`config.mk`:
```
export PLATFORM = sky130hd
export DESIGN_NAME = stack_limit_and_program_space_agu
export DESIGN_NICKNAME = d
export VERILOG_FILES = /design/src/agu_pkg.sv /design/src/stack_check.sv /design/src/prog_addr_gen.sv /design/src/stack_limit_and_program_space_agu.sv
export SDC_FILE = /design/constraint.sdc
export NUM_CORES = 1
export LEC_CHECK = 0
export BUFFER_PORTS_ARGS = -buffer_cell sky130_fd_sc_hd__buf_2
export CAP_MARGIN = 20
export CORE_ASPECT_RATIO = 0.7
export CORE_MARGIN = 2
export CORE_UTILIZATION = 25
export CTS_CLUSTER_DIAMETER = 50
export DETAILED_ROUTE_END_ITERATION = 6
export PLACE_DENSITY = 0.56
export SLEW_MARGIN = 10
export SYNTH_ARGS = -nofsm -noshare
export SYNTH_HDL_FRONTEND = slang
export SYNTH_SLANG_ARGS = --single-unit
```
`constraint.sdc`:
```
create_clock -name i_mclk -period 7.1 [get_ports i_mclk]
set_clock_uncertainty 0.05 [all_clocks]
set_input_delay 0.71 -clock i_mclk [delete_from_list [all_inputs] [get_ports i_mclk]]
set_output_delay 0.71 -clock i_mclk [all_outputs]
set_load 0.005 [all_outputs]
```
`src/agu_pkg.sv`:
```
// Shared constants and carriers for the stack limit and program space address unit.
// Assumes one core clock and a 16-bit data space with 24-bit program words.
package agu_pkg;
	// ==========================================================
	// Address space constants
	localparam logic [15:0] RAM_START = 16'h0800;
	localparam logic [15:0] SP_RESET = 16'h0800;
	localparam logic [15:0] STEP = 16'h0002;
	localparam int EA_MSB = 15;
	localparam int CFG_BIT = 7;
	localparam int VIS_EN_BIT = 2;
	// ==========================================================
	// Register offsets and reset values
	localparam logic [7:0] OFS_LIMIT = 8'h00;
	localparam logic [7:0] OFS_TABLE_PAGE_REG = 8'h04;
	localparam logic [7:0] OFS_VISPAG = 8'h08;
	localparam logic [7:0] OFS_CORE_CONTROL_REG = 8'h0c;
	localparam logic [7:0] OFS_SP = 8'h10;
	localparam logic [7:0] OFS_STATUS = 8'h14;
	localparam logic [7:0] PAGE_RESET = 8'h00;
	localparam logic [7:0] COUNT_RESET = 8'h00;
	// ==========================================================
	// Types
	typedef enum logic [1:0] {STK_DATA, STK_CALL, STK_EXC} stk_kind_type;
	typedef enum logic {ST_IDLE, ST_PC_HI} stk_state_type;
	typedef enum logic [1:0] {PS_NONE, PS_TBLRD, PS_TBLWT, PS_DREAD} ps_kind_type;
	typedef struct packed {
		logic valid;
		logic push;
		logic pop;
		stk_kind_type kind;
		logic [15:0] wdata;
		logic [22:0] pc;
		logic [7:0] status_low_byte;
	} stk_req_type;
	typedef struct packed {
		logic valid;
		logic write;
		logic [15:0] addr;
		logic [15:0] wdata;
	} dmem_req_type;
	typedef struct packed {
		logic valid;
		ps_kind_type kind;
		logic high;
		logic byte_op;
		logic [15:0] ea;
		logic [15:0] wdata;
	} ps_req_type;
	typedef struct packed {
		logic valid;
		logic write;
		logic [23:0] addr;
		logic [2:0] be;
		logic [23:0] wdata;
	} pmem_req_type;
	typedef struct packed {
		logic valid;
		logic remapped;
		logic blocked;
		logic [15:0] data;
	} ps_resp_type;
endpackage : agu_pkg

```
`src/stack_check.sv`:
```
// Stack address checker: overflow past the limit and underflow below RAM.
// Assumes a word-aligned limit; purely combinational, used by its parent.
`timescale 1ns/1ps
module stack_check import agu_pkg::*; (
	input wire logic [15:0] i_ea,
	input wire logic [15:0] i_limit,
	input wire logic i_limit_valid,
	input wire logic i_check_limit,
	output logic o_overflow,
	output logic o_underflow
);
	// Equality with the limit is still legal; only a word beyond it traps.
	assign o_overflow = i_check_limit && i_limit_valid && (i_ea > i_limit);
	assign o_underflow = i_ea < RAM_START;
endmodule : stack_check

```
`src/prog_addr_gen.sv`:
```
// Program space address builder for table operations and visibility remapping.
// Assumes its parent registers the result and qualifies it with a request.
`timescale 1ns/1ps
module prog_addr_gen import agu_pkg::*; (
	input wire ps_kind_type i_kind,
	input wire logic [15:0] i_ea,
	input wire logic [7:0] i_table_page,
	input wire logic [7:0] i_vis_page,
	input wire logic i_vis_enable,
	input wire logic i_table_busy,
	output logic [23:0] o_addr,
	output logic o_remap,
	output logic o_config
);
	function automatic logic [23:0] word_align(input logic [23:0] a);
		return {a[23:1], 1'b0};
	endfunction : word_align

	wire [23:0] table_addr = word_align({i_table_page, i_ea});
	wire [23:0] vis_addr = word_align({1'b0, i_vis_page, i_ea[14:0]});
	wire is_table = (i_kind == PS_TBLRD) || (i_kind == PS_TBLWT);

	assign o_remap = (i_kind == PS_DREAD) && i_ea[EA_MSB] && i_vis_enable &&
		!i_table_busy;
	assign o_addr = is_table ? table_addr : vis_addr;
	assign o_config = is_table && i_table_page[CFG_BIT];
endmodule : prog_addr_gen

```
`src/stack_limit_and_program_space_agu.sv`:
```
// Software stack engine with limit checking, and program space address
// generation for table operations and read-only program space visibility.
// Assumes a single-clock pipeline that drives requests only while ready,
// a program memory that answers each read with i_pmem_rvalid, and an
// AHB-Lite master for the control registers.
//
// The placing of the registers and the AHB-Lite interface to the registers were left to the implementer.
`timescale 1ns/1ps
module stack_limit_and_program_space_agu import agu_pkg::*; #(
	parameter logic [23:0] CFG_IMPL_LO = 24'h800000,
	parameter logic [23:0] CFG_IMPL_HI = 24'h8000ff
) (
	input wire logic i_mclk,
	input wire logic i_sys_rst,
	input wire logic i_hsel,
	input wire logic [31:0] i_haddr,
	input wire logic [1:0] i_htrans,
	input wire logic i_hwrite,
	input wire logic [2:0] i_hsize,
	input wire logic [31:0] i_hwdata,
	input wire logic i_hready,
	output logic o_hreadyout,
	output logic o_hresp,
	output logic [31:0] o_hrdata,
	input wire stk_req_type i_stk,
	output logic o_stk_ready,
	input wire logic i_sp_load,
	input wire logic [15:0] i_sp_wdata,
	input wire logic i_sp_ea_valid,
	input wire logic [15:0] i_sp_ea,
	output dmem_req_type o_dmem,
	output logic o_stack_trap,
	input wire ps_req_type i_ps,
	output logic o_ps_ready,
	output pmem_req_type o_pmem,
	input wire logic i_pmem_rvalid,
	input wire logic [23:0] i_pmem_rdata,
	output ps_resp_type o_ps_resp
);
	// ==========================================================
	// Register bus
	logic wr_pend_r;
	logic [7:0] wr_addr_r;
	logic [15:1] limit_r;
	logic limit_valid_r;
	logic [7:0] table_page_reg_r;
	logic [7:0] vispag_r;
	logic vis_en_r;
	logic [7:0] trap_count_r;
	logic [31:0] hrdata_r;
	logic [15:0] sp_r;
	logic tbl_busy_r;
	stk_state_type state_r;

	wire addr_phase = i_hsel && i_hready && i_htrans[1];
	wire [7:0] bus_addr = i_haddr[7:0];
	wire [15:0] limit_word = {limit_r, 1'b0};
	wire [15:0] core_control_reg_word = {13'h0000, vis_en_r, 2'b00};
	wire [15:0] status_word = {trap_count_r, 5'h00, state_r == ST_PC_HI, tbl_busy_r,
		limit_valid_r};
	wire [15:0] rd_word = (bus_addr == OFS_LIMIT) ? limit_word :
		(bus_addr == OFS_TABLE_PAGE_REG) ? {8'h00, table_page_reg_r} :
		(bus_addr == OFS_VISPAG) ? {8'h00, vispag_r} :
		(bus_addr == OFS_CORE_CONTROL_REG) ? core_control_reg_word :
		(bus_addr == OFS_SP) ? sp_r :
		(bus_addr == OFS_STATUS) ? status_word : 16'h0000;
	wire wr_limit = wr_pend_r && (wr_addr_r == OFS_LIMIT);
	wire wr_table_page_reg = wr_pend_r && (wr_addr_r == OFS_TABLE_PAGE_REG);
	wire wr_vispag = wr_pend_r && (wr_addr_r == OFS_VISPAG);
	wire wr_core_control_reg = wr_pend_r && (wr_addr_r == OFS_CORE_CONTROL_REG);

	always_ff @(posedge i_mclk) begin
		if (i_sys_rst) begin
			wr_pend_r <= 1'b0;
			wr_addr_r <= 8'h00;
			hrdata_r <= 32'h00000000;
		end else begin
			wr_pend_r <= addr_phase && i_hwrite;
			wr_addr_r <= bus_addr;
			if (addr_phase && !i_hwrite) begin
				hrdata_r <= {16'h0000, rd_word};
			end
		end
	end

	// The limit keeps no reset value; overflow checks wait for its first write.
	// A new limit acts from the edge that ends the write data phase, so a stack
	// push issued in that same cycle still sees the old limit.
	always_ff @(posedge i_mclk) begin
		if (wr_limit) begin
			limit_r <= i_hwdata[15:1];
		end
	end

	always_ff @(posedge i_mclk) begin
		if (i_sys_rst) begin
			limit_valid_r <= 1'b0;
			table_page_reg_r <= PAGE_RESET;
			vispag_r <= PAGE_RESET;
			vis_en_r <= 1'b0;
		end else begin
			limit_valid_r <= limit_valid_r || wr_limit;
			if (wr_table_page_reg) begin
				table_page_reg_r <= i_hwdata[7:0];
			end
			if (wr_vispag) begin
				vispag_r <= i_hwdata[7:0];
			end
			if (wr_core_control_reg) begin
				vis_en_r <= i_hwdata[VIS_EN_BIT];
			end
		end
	end

	// ==========================================================
	// Stack engine
	stk_state_type state_nxt;
	logic [15:0] sp_nxt;
	logic [15:0] hi_word_r;
	logic [15:0] hi_word_nxt;
	dmem_req_type dmem_r;
	dmem_req_type dmem_nxt;
	logic trap_r;
	logic trap_nxt;
	logic stk_ready_r;
	logic ovf_stk;
	logic und_stk;
	logic ovf_ea;
	logic und_ea;

	wire stk_go = i_stk.valid && stk_ready_r;
	wire in_hi = state_r == ST_PC_HI;
	wire stk_push = in_hi || (stk_go && i_stk.push);
	wire [15:0] stk_ea = (stk_go && i_stk.pop) ? 16'(sp_r - STEP) : sp_r;
	wire stk_fault = (in_hi || stk_go) && (ovf_stk || und_stk);
	wire ea_fault = i_sp_ea_valid && (ovf_ea || und_ea);
	wire is_pc_push = i_stk.kind != STK_DATA;
	wire [15:0] lo_word = is_pc_push ? i_stk.pc[15:0] : i_stk.wdata;
	wire [15:0] call_hi = {9'h000, i_stk.pc[22:16]};
	wire [15:0] exc_hi = {i_stk.status_low_byte, 1'b0, i_stk.pc[22:16]};

	stack_check u_chk_stk (
		.i_ea(stk_ea),
		.i_limit(limit_word),
		.i_limit_valid(limit_valid_r),
		.i_check_limit(stk_push),
		.o_overflow(ovf_stk),
		.o_underflow(und_stk)
	);

	stack_check u_chk_ea (
		.i_ea(i_sp_ea),
		.i_limit(limit_word),
		.i_limit_valid(limit_valid_r),
		.i_check_limit(1'b1),
		.o_overflow(ovf_ea),
		.o_underflow(und_ea)
	);

	// A faulting access is dropped and leaves the pointer unchanged.
	always_comb begin
		state_nxt = state_r;
		sp_nxt = sp_r;
		hi_word_nxt = hi_word_r;
		dmem_nxt = '0;
		trap_nxt = stk_fault || ea_fault;
		if (in_hi) begin
			state_nxt = ST_IDLE;
			if (!stk_fault) begin
				dmem_nxt = {1'b1, 1'b1, sp_r, hi_word_r};
				sp_nxt = 16'(sp_r + STEP);
			end
		end else if (stk_go && !stk_fault) begin
			dmem_nxt = {1'b1, i_stk.push, stk_ea, i_stk.push ? lo_word : 16'h0000};
			if (i_stk.push) begin
				sp_nxt = 16'(sp_r + STEP);
				if (is_pc_push) begin
					state_nxt = ST_PC_HI;
					hi_word_nxt = (i_stk.kind == STK_EXC) ? exc_hi : call_hi;
				end
			end else begin
				sp_nxt = stk_ea;
			end
		end else if (!stk_go && i_sp_load) begin
			sp_nxt = {i_sp_wdata[15:1], 1'b0};
		end
	end

	always_ff @(posedge i_mclk) begin
		if (i_sys_rst) begin
			state_r <= ST_IDLE;
			sp_r <= SP_RESET;
			hi_word_r <= 16'h0000;
			dmem_r <= '0;
			trap_r <= 1'b0;
			stk_ready_r <= 1'b1;
			trap_count_r <= COUNT_RESET;
		end else begin
			state_r <= state_nxt;
			sp_r <= sp_nxt;
			hi_word_r <= hi_word_nxt;
			dmem_r <= dmem_nxt;
			trap_r <= trap_nxt;
			stk_ready_r <= state_nxt == ST_IDLE;
			trap_count_r <= 8'(trap_count_r + {7'h00, trap_nxt});
		end
	end

	// ==========================================================
	// Program space access
	logic rd_pend_r;
	logic ps_ready_r;
	logic pend_high_r;
	logic pend_byte_r;
	logic pend_bsel_r;
	logic pend_remap_r;
	pmem_req_type pmem_r;
	pmem_req_type pmem_nxt;
	ps_resp_type resp_r;
	ps_resp_type resp_nxt;
	logic [23:0] ps_addr;
	logic ps_remap;
	logic ps_cfg;

	function automatic logic [15:0] read_select(input logic [23:0] w, input logic hi,
		input logic byte_op, input logic bsel);
		if (hi) begin
			return (byte_op && bsel) ? 16'h0000 : {8'h00, w[23:16]};
		end
		if (byte_op) begin
			return {8'h00, bsel ? w[15:8] : w[7:0]};
		end
		return w[15:0];
	endfunction : read_select

	prog_addr_gen u_pag (
		.i_kind(i_ps.kind),
		.i_ea(i_ps.ea),
		.i_table_page(table_page_reg_r),
		.i_vis_page(vispag_r),
		.i_vis_enable(vis_en_r),
		.i_table_busy(tbl_busy_r),
		.o_addr(ps_addr),
		.o_remap(ps_remap),
		.o_config(ps_cfg)
	);

	wire ps_go = i_ps.valid && ps_ready_r;
	wire is_tblrd = i_ps.kind == PS_TBLRD;
	wire is_tblwt = i_ps.kind == PS_TBLWT;
	wire is_dread = i_ps.kind == PS_DREAD;
	wire cfg_impl = (ps_addr >= CFG_IMPL_LO) && (ps_addr <= CFG_IMPL_HI);
	wire tbl_blocked = ps_cfg && (is_tblwt || !cfg_impl);
	wire tbl_go = ps_go && (is_tblrd || is_tblwt) && !tbl_blocked;
	wire rd_issue = ps_go && ((is_tblrd && !tbl_blocked) || (is_dread && ps_remap));
	wire rd_done = rd_pend_r && i_pmem_rvalid;
	// Table writes reach the upper byte as well as either byte of the low word.
	wire [2:0] wr_be = i_ps.high ? 3'b100 :
		!i_ps.byte_op ? 3'b011 :
		i_ps.ea[0] ? 3'b010 : 3'b001;
	wire [23:0] wr_data = i_ps.high ? {i_ps.wdata[7:0], 16'h0000} :
		i_ps.byte_op ? {8'h00, i_ps.wdata[7:0], i_ps.wdata[7:0]} :
		{8'h00, i_ps.wdata};
	wire [15:0] rd_data = read_select(i_pmem_rdata, pend_high_r, pend_byte_r,
		pend_bsel_r);

	always_comb begin
		pmem_nxt = '0;
		resp_nxt = '0;
		if (rd_done) begin
			resp_nxt = {1'b1, pend_remap_r, 1'b0, rd_data};
		end else if (ps_go && (is_tblrd || is_tblwt) && tbl_blocked) begin
			resp_nxt = {1'b1, 1'b0, 1'b1, 16'h0000};
		end else if (ps_go && is_tblwt) begin
			pmem_nxt = {1'b1, 1'b1, ps_addr, wr_be, wr_data};
			resp_nxt = {1'b1, 1'b0, 1'b0, 16'h0000};
		end else if (rd_issue) begin
			pmem_nxt = {1'b1, 1'b0, ps_addr, 3'b111, 24'h000000};
		end else if (ps_go && is_dread) begin
			resp_nxt = {1'b1, 1'b0, 1'b0, 16'h0000};
		end
	end

	always_ff @(posedge i_mclk) begin
		if (i_sys_rst) begin
			rd_pend_r <= 1'b0;
			ps_ready_r <= 1'b1;
			tbl_busy_r <= 1'b0;
			pend_high_r <= 1'b0;
			pend_byte_r <= 1'b0;
			pend_bsel_r <= 1'b0;
			pend_remap_r <= 1'b0;
			pmem_r <= '0;
			resp_r <= '0;
		end else begin
			rd_pend_r <= rd_issue || (rd_pend_r && !i_pmem_rvalid);
			ps_ready_r <= !(rd_issue || (rd_pend_r && !i_pmem_rvalid));
			tbl_busy_r <= tbl_go || (tbl_busy_r && rd_pend_r);
			if (rd_issue) begin
				pend_high_r <= is_tblrd && i_ps.high;
				pend_byte_r <= i_ps.byte_op;
				pend_bsel_r <= i_ps.ea[0];
				pend_remap_r <= is_dread;
			end
			pmem_r <= pmem_nxt;
			resp_r <= resp_nxt;
		end
	end

	// ==========================================================
	// Outputs
	assign o_hreadyout = 1'b1;
	assign o_hresp = 1'b0;
	assign o_hrdata = hrdata_r;
	assign o_stk_ready = stk_ready_r;
	assign o_dmem = dmem_r;
	assign o_stack_trap = trap_r;
	assign o_ps_ready = ps_ready_r;
	assign o_pmem = pmem_r;
	assign o_ps_resp = resp_r;

	// ==========================================================
	// Assertions
	wire [7:0] stk_srl = i_stk.status_low_byte;
	wire [14:0] ea_word = i_ps.ea[15:1];
	wire [13:0] ea_vis = i_ps.ea[14:1];
	wire [7:0] pdata_hi = i_pmem_rdata[23:16];
endmodule : stack_limit_and_program_space_agu

```
==> key figures, run 1 <==
Outcome
  – Status: finished, final reports clean

Yosys
  – Netlist cell types: 83
  – Register bit count reported by yosys: 211
  – Top post-synthesis cells by area: dfxtp_1 (40%), mux2i_1 (4.9%), ha_1 (4.8%)
  – Post-Synthesis Cell Area: 0.00971 mm²
  – Register area share after synthesis: 0.451
  – Post-synth EDFFs: 15
  – Syn Inst Count: 1070
  – Most instantiated cells after synthesis: dfxtp_1 (196), nor2_1 (123), nand2_1 (86)
  – Ys flop type: dfxtp_1
  – FFs w/ async S/R, synth: 0
  – Syn_area_per_cell: 9.07 µm²
  – Top-count cell post-synth: dfxtp_1
  – Synth top area share: 0.404
  – Synth area leader: dfxtp_1
  – Warnings from Yosys: 0

Critical path
  – Worst Setup SP: sp_r[1]
  – CP max stage delay: 0.82 ns
  – FF-to-FF Start: sp_r[1]
  – Crit-path slowest cell: a2111oi_4
  – Crit. End Element: flip-flop
  – CP Capture Point: hi_word_r[10]
  – CP max FO: 18
  – CP Class: flip-flop to flip-flop
  – Reg-to-reg endpoint: hi_word_r[10]
  – Data arrival time of the worst path: 5.97 ns
  – Worst setup SP type: flip-flop
  – R2r setup slk: 1.56 ns
  – Worst path bufs/invs: 3
  – Cell count along the critical path: 17
  – Reg2reg path depth: 17
  – Worst Path Required: 7.53 ns
  – CP Cell Sequence: inv_1 > ha_1 > nand4_1 > nor4b_1 > buf_4 > nand2_1 > xnor2_1 > ha_1 > nand3_1 > nor2_1 > a221oi_1 > a21oi_1 > a2111oi_4 > buf_4 > nand3_4 > nor3b_4 > a32o_1
  – CP top delay family: simple AND/OR/NAND/NOR gates

Floorplan
  – Rows: 60
  – DIE WIDTH: 240 µm
  – IO Count: 365
  – Full die area: 0.0405 mm²
  – Starting Density: 0.253
  – Die Y: 169 µm
  – Core area: 0.0384 mm²

Placement
  – Placed cells: 1841
  – Routability congestion estimate: 0.872
  – # port buffers: 300
  – Post-DP HPWL: 25.7 mm
  – Post-DP Area: 0.0116 mm²

Layout
  – Final Cell Area: 0.0125 mm²
  – Fraction of layout cells with a size suffix above 1: 0.285
  – Area growth syn-to-layout: 28.5%
  – Layout net count: 1603
  – Non-Filler Instances: 1894

STA
  – RSZ-0062 raised after global routing: false
  – Final Hold Vio Count: 0
  – Least-Margin Pin Slew: 0.901 ns
  – Setup TNS Final: 0 ns
  – Min Clock Period, post-route: 5.54 ns
  – Max-slew violation count: 0
  – Fmax: 181 MHz
  – Rel. slew slack: 0.399
  – Setup-failing EPs final: 0
  – Final period utilization: 0.780

Clock tree
  – Clk slew on worst S/H paths: 0.06 ns
  – Post CTS Setup Buffer Count: 0
  – CTS Buf Count: 26
  – Clock Sinks: 211
  – CTS hold repair buffers: 0
  – H-tree depth reported by CTS: 1
  – Clock Path Buffers: 3
  – CTS tree: done
  – Resize count post-CTS: 0
  – Worst-Skew Late Latency: 0.54 ns
  – Root buffer cell: clkbuf_16

Power and ir drop
  – Comb power frac: 0.144
  – Sw Ratio: 0.285
  – Sequential share of power: 0.432
  – Worst IR Drop VDD: 0.173 mV
  – Power after layout: 3.01 mW
  – P per Cell Area: 242 mW/mm²
  – Internal power: 2.16 mW
  – Psw: 0.859 mW
  – Pleak: 5.55 nW
  – Clock power share: 0.424

Flow run
  – Max-cap violations: 0

Route
  – DRT Pass-1 Iters: 5
  – WL/cell: 17.6 µm
  – Detail Route Antenna Nets: 0
  – Via density: 4.71
  – DR DRC count: 0
  – Total Wirelength: 33.3 mm
  – Vias: 8918
  – DRT iter0 DRCs: 611

Worst hold path
  – Hold Path Class: primary input to flip-flop
  – Worst hold path startpoint: i_hwdata[14]
  – Hold depth: 1

Global route
  – Largest net degree at the start of global routing: 80
  – Gr usage total: 0.159
  – Total gr overflow: 0
  – Initial antenna violation count: 3
  – Global-route wire length before repair: 49.9 mm
  – Vias in the first global route: 8515
worst min-delay path by stage:
stage / endpoint / slack [ns]
finish: limit_r[14] / 0.30
global route: limit_r[9] / 0.27
CTS: limit_r[9] / 0.26
detailed placement: o_ps_resp[17] / 0.37
global placement: o_ps_resp[17] / 0.37
floorplan: o_ps_resp[17] / 0.36
power groups by stage:
stage / registers, mW / clock network (mW) / logic, mW
finish: 1.30 / 1.28 / 0.434
floorplan: 1.29 / 0 / 0.295
CTS: 1.30 / 1.32 / 0.430
detailed placement: 1.33 / 0 / 0.428
global placement: 1.33 / 0 / 0.420
global route: 1.31 / 1.36 / 0.481
layout make-up:
type                            instances  area [µm²]
Multi-Input combinational cell        759        4870
Clock inverter                         11        85.1
Timing Repair Buffer                  313        1610
Tap cell                              527         659
Inverter                               33         124
Antenna cell                            4        10.0
Sequential cell                       211        4370
Clock buffer                           36         739
Fill cell                            4030       25900
cells by family (layout without fill, tap and decap cells):
| logic type | after synthesis | in the layout | share of synthesized area |
|---|---|---|---|
| buf+inv | 118 | 393 | 0.0563 |
| simple gates | 390 | 390 | 0.201 |
| mux | 49 | 49 | 0.0506 |
| flops | 211 | 211 | 0.451 |
| other cells | 2 | 24 | 0.000773 |
| compound gates | 238 | 238 | 0.171 |
| xor+xnor | 25 | 25 | 0.0226 |
| fa+ha+maj | 37 | 37 | 0.0477 |
worst reg2reg max path, delay by kind of cell, from the launching register on:
family,cells,cell delay (ns)
buf+inv,3,0.87
compound gates,4,1.55
fa+ha+maj,2,0.51
simple gates,7,1.73
flops,1,0.43
xor+xnor,1,0.35
flip-flops by register name (all words and copies together), names as in the netlist, 15 cells and up:
signal / count
o_pmem: 52
limit_r: 15
hi_word_r: 15
o_ps_resp: 19
o_dmem: 34
o_hrdata: 16
sp_r: 15
cells in the final DEF, fill, tap and decap left out, drive strengths merged, types with 4 or more instances in the layout:
master	count
nor2b	15
nor3	14
a32o	8
ha	37
a2111oi	4
a22oi	25
o32ai	4
conb	20
a21oi	64
a21o	8
inv	38
dfxtp	196
o21a	4
clkbuf	36
or3	4
nand2	86
o21ai	42
nor4	14
nand4	9
mux2i	48
and3	17
or2	5
diode	4
nand3	42
nor2	125
and2	35
o211ai	8
nor3b	5
a221oi	4
a31oi	11
xor2	12
clkinv	4
nand2b	4
xnor2	13
a211oi	15
nand3b	5
o2bb2ai	7
a31o	8
edfxtp	15
buf	313
metal layers:
metal | track usage | vias up | part of all wire
met3 | 0.0465 | 37 | 0.092
met5 | 0 | - | 0.00021
met2 | 0.236 | 353 | 0.42
met1 | 0.227 | 4188 | 0.47
met4 | 0.0307 | 2 | 0.018
li1 | - | 4338 | -
stage by stage:
stage           util  hold slack [ns]  setup slack, ns
2_1_floorplan      -            0.358             2.61
3_3_place_gp   0.303            0.374             1.65
3_5_place_dp   0.303            0.373             1.58
4_1_cts        0.324            0.265             1.56
5_1_grt        0.325            0.268             1.14
6_report       0.325            0.302             1.56
Note: power is estimated with default switching activity, not from simulation.
==> run 2: changes to the inputs <==
--- a/config.mk
+++ b/config.mk
@@ -5,6 +5,7 @@
 export SDC_FILE = /design/constraint.sdc
 export NUM_CORES = 1
 export LEC_CHECK = 0
+export ABC_AREA = 1
 export BUFFER_PORTS_ARGS = -buffer_cell sky130_fd_sc_hd__buf_2
 export CAP_MARGIN = 20
 export CORE_ASPECT_RATIO = 0.7
==> constraint.sdc (replaced) <==
create_clock -name i_mclk -period 5.28 [get_ports i_mclk]
set_clock_uncertainty 0.05 [all_clocks]
set_input_delay 0.528 -clock i_mclk [delete_from_list [all_inputs] [get_ports i_mclk]]
set_output_delay 0.528 -clock i_mclk [all_outputs]
set_load 0.005 [all_outputs]
==> key figures, run 2 <==
Global route
  – Vias in the first global route: 9719 (was 8515)
  – Largest net degree at the start of global routing: 70 (was 80)
  – Initial antenna violation count: 3 (unchanged)
  – Global-route wire length before repair: 55.7 mm (was 49.9 mm)
  – Total gr overflow: 0 (unchanged)
  – Gr usage total: 0.168 (was 0.159)

STA
  – Least-Margin Pin Slew: 0.888 ns (was 0.901 ns)
  – Setup-failing EPs final: 0 (unchanged)
  – Final period utilization: 0.752 (was 0.780)
  – Max-slew violation count: 0 (unchanged)
  – Rel. slew slack: 0.408 (was 0.399)
  – Final Hold Vio Count: 0 (unchanged)
  – RSZ-0062 raised after global routing: false (unchanged)
  – Min Clock Period, post-route: 3.97 ns (was 5.54 ns)
  – Setup TNS Final: 0 ns (unchanged)
  – Fmax: 252 MHz (was 181 MHz)

Layout
  – Sequential cell area: 0.00437 mm² (unchanged)
  – Commonest non-fill, non-tap cell in the layout: buf_2 (unchanged)
  – Layout Utilization: 0.327 (was 0.325)
  – Max FFs per register: 52 (unchanged)
  – Fraction of layout cells with a size suffix above 1: 0.237 (was 0.285)
  – Area growth syn-to-layout: 28.0% (was 28.5%)
  – Layout net count: 1915 (was 1603)
  – Area occupied by multi-input gates: 0.00491 mm² (was 0.00487 mm²)
  – FILL cells: 4359 (was 4030)
  – Most frequent cells in the layout: buf_2 (300), nand2_1 (280), dfxtp_1 (196), nor2_1 (190), inv_1 (155) (was buf_2 (299), dfxtp_1 (196), nor2_1 (122), nand2_1 (86), a21oi_1 (63))

Floorplan
  – Core area: 0.0401 mm² (was 0.0384 mm²)
  – IO Count: 365 (unchanged)
  – Full die area: 0.0426 mm² (was 0.0405 mm²)
  – DIE WIDTH: 246 µm (was 240 µm)
  – Rows: 61 (was 60)
  – Starting Density: 0.256 (was 0.253)
  – Die Y: 173 µm (was 169 µm)

Critical path
  – FF-to-FF Start: sp_r[1] (unchanged)
  – Reg2reg path depth: 18 (was 17)
  – Worst Setup SP: sp_r[1] (unchanged)
  – Worst path bufs/invs: 2 (was 3)
  – CP max FO: 16 (was 18)
  – Cell count along the critical path: 18 (was 17)
  – Worst setup SP type: flip-flop (unchanged)
  – Worst Path Required: 5.72 ns (was 7.53 ns)
  – CP Cell Sequence: inv_2 > ha_1 > nand3_4 > nor2_4 > nand2_1 > xor2_1 > ha_1 > a21oi_1 > o21ai_0 > a21oi_1 > nand2_1 > nand2_1 > nand2_4 > nor2_4 > inv_1 > nor2_1 > nor2_1 > nor2_1 (was inv_1 > ha_1 > nand4_1 > nor4b_1 > buf_4 > nand2_1 > xnor2_1 > ha_1 > nand3_1 > nor2_1 > a221oi_1 > a21oi_1 > a2111oi_4 > buf_4 > nand3_4 > nor3b_4 > a32o_1)
  – CP max stage delay: 0.41 ns (was 0.82 ns)
  – CP top delay family: simple AND/OR/NAND/NOR gates (unchanged)
  – Data arrival time of the worst path: 4.41 ns (was 5.97 ns)
  – CP Class: flip-flop to flip-flop (unchanged)
  – Crit. End Element: flip-flop (unchanged)
  – Crit-path slowest cell: inv_1 (was a2111oi_4)

Yosys
  – Top post-synthesis cells by area: dfxtp_1 (38%), nand2_1 (10%), nor2_1 (7.0%) (was dfxtp_1 (40%), mux2i_1 (4.9%), ha_1 (4.8%))
  – Ys flop type: dfxtp_1 (unchanged)
  – Syn Inst Count: 1375 (was 1070)
  – Most instantiated cells after synthesis: nand2_1 (280), dfxtp_1 (196), nor2_1 (191) (was dfxtp_1 (196), nor2_1 (123), nand2_1 (86))
  – Warnings from Yosys: 0 (unchanged)
  – Post-Synthesis Cell Area: 0.0102 mm² (was 0.00971 mm²)
  – Register area share after synthesis: 0.427 (was 0.451)
  – Post-synth EDFFs: 15 (unchanged)
  – Synth area leader: dfxtp_1 (unchanged)
  – Syn_area_per_cell: 7.45 µm² (was 9.07 µm²)
  – FFs w/ async S/R, synth: 0 (unchanged)
  – Register bit count reported by yosys: 211 (unchanged)
  – Synth top area share: 0.383 (was 0.404)
  – Top-count cell post-synth: nand2_1 (was dfxtp_1)
  – Netlist cell types: 49 (was 83)

Route
  – DR DRC count: 0 (unchanged)
  – Via density: 4.61 (was 4.71)
  – DRT Pass-1 Iters: 5 (unchanged)
  – Total Wirelength: 37.3 mm (was 33.3 mm)
  – Detail Route Antenna Nets: 0 (unchanged)
  – DRT iter0 DRCs: 763 (was 611)
  – Vias: 10208 (was 8918)
  – WL/cell: 16.8 µm (was 17.6 µm)

Flow run
  – Max-cap violations: 0 (unchanged)

Clock tree
  – Post CTS Setup Buffer Count: 0 (unchanged)
  – CTS Buf Count: 27 (was 26)
  – Resize count post-CTS: 0 (unchanged)
  – Worst-Skew Late Latency: 0.57 ns (was 0.54 ns)
  – Clock Sinks: 211 (unchanged)
  – CTS hold repair buffers: 0 (unchanged)
  – H-tree depth reported by CTS: 1 (unchanged)
  – Clock Path Buffers: 3 (unchanged)
  – CTS tree: done (unchanged)
  – Clk slew on worst S/H paths: 0.06 ns (about the same)
  – Root buffer cell: clkbuf_16 (unchanged)

Placement
  – Post-DP HPWL: 28.5 mm (was 25.7 mm)
  – Routability congestion estimate: 0.900 (was 0.872)
  – # port buffers: 300 (unchanged)

Power and ir drop
  – Sw Ratio: 0.303 (was 0.285)
  – Clock power share: 0.450 (was 0.424)
  – Internal power: 3.00 mW (was 2.16 mW)
  – Psw: 1.31 mW (was 0.859 mW)
  – Sequential share of power: 0.401 (was 0.432)
  – Pleak: 6.39 nW (was 5.55 nW)
  – Comb power frac: 0.149 (was 0.144)
  – Power after layout: 4.31 mW (was 3.01 mW)
  – P per Cell Area: 329 mW/mm² (was 242 mW/mm²)
  – Worst IR Drop VDD: 0.236 mV (was 0.173 mV)

Worst hold path
  – Worst hold path startpoint: i_hwdata[15] (was i_hwdata[14])
  – Hold depth: 1 (unchanged)
  – Hold Path Class: primary input to flip-flop (unchanged)

Outcome
  – Status: finished, final reports clean (unchanged)
## run 2: power groups by stage
stage / clock (mW) / combinational (mW) / sequential (mW)
after global routing: 2.06 / 0.717 / 1.73
after detailed placement: 0 / 0.634 / 1.76
after floorplan: 0 / 0.421 / 1.73
after global placement: 0 / 0.625 / 1.76
final: 1.94 / 0.641 / 1.73
after CTS: 2.00 / 0.638 / 1.73
## run 2: per-stage QoR
step / cell area [µm²] / cells / hold WS, ns / setup WS [ns]
floorplan: 10300 / 1393 / 0.371 / 2.04
global placement: 12100 / 2162 / 0.387 / 1.34
global route: 13100 / 2214 / 0.0614 / 0.908
CTS: 13100 / 2212 / 0.0510 / 1.35
finish: 13100 / 2214 / 0.0813 / 1.31
detailed placement: 12100 / 2162 / 0.390 / 1.39
## run 2: worst paths after layout
| check | to | slack [ns] |
|---|---|---|
| worst max-delay path | o_dmem[13] | 1.31 |
| worst min-delay path | limit_r[15] | 0.08 |
| worst max register to register | o_dmem[13] | 1.31 |
| worst min register to register | o_ps_resp[17] | 0.39 |
## run 2: cell type report
cell class | count | share of cell area
diodes | 2 | 0.000382
flip-flops and latches | 211 | 0.334
clock inverters | 18 | 0.0144
repair buffers | 309 | 0.120
inverters | 166 | 0.0477
clock buffers | 32 | 0.0585
multi-input cells | 941 | 0.374
well taps | 535 | 0.0511
## run 2: logic make-up (layout without fill, tap and decap cells)
kind of cell    Yosys count  in the layout  synth area share
flops                   211            211             0.427
mux                      16             16            0.0156
buf+inv                 241            525             0.101
xor+xnor                 14             14            0.0120
simple gates            621            621             0.265
compound gates          233            233             0.134
other cells               2             22          0.000733
fa+ha+maj                37             37            0.0452
## run 2: layer usage
| layer | share of wire | GRT usage | up-vias |
|---|---|---|---|
| li1 | - | - | 5020 |
| met1 | 0.45 | 0.229 | 4685 |
| met2 | 0.43 | 0.255 | 431 |
| met3 | 0.083 | 0.0395 | 70 |
| met4 | 0.040 | 0.0636 | 2 |
| met5 | 0.00035 | 0 | - |
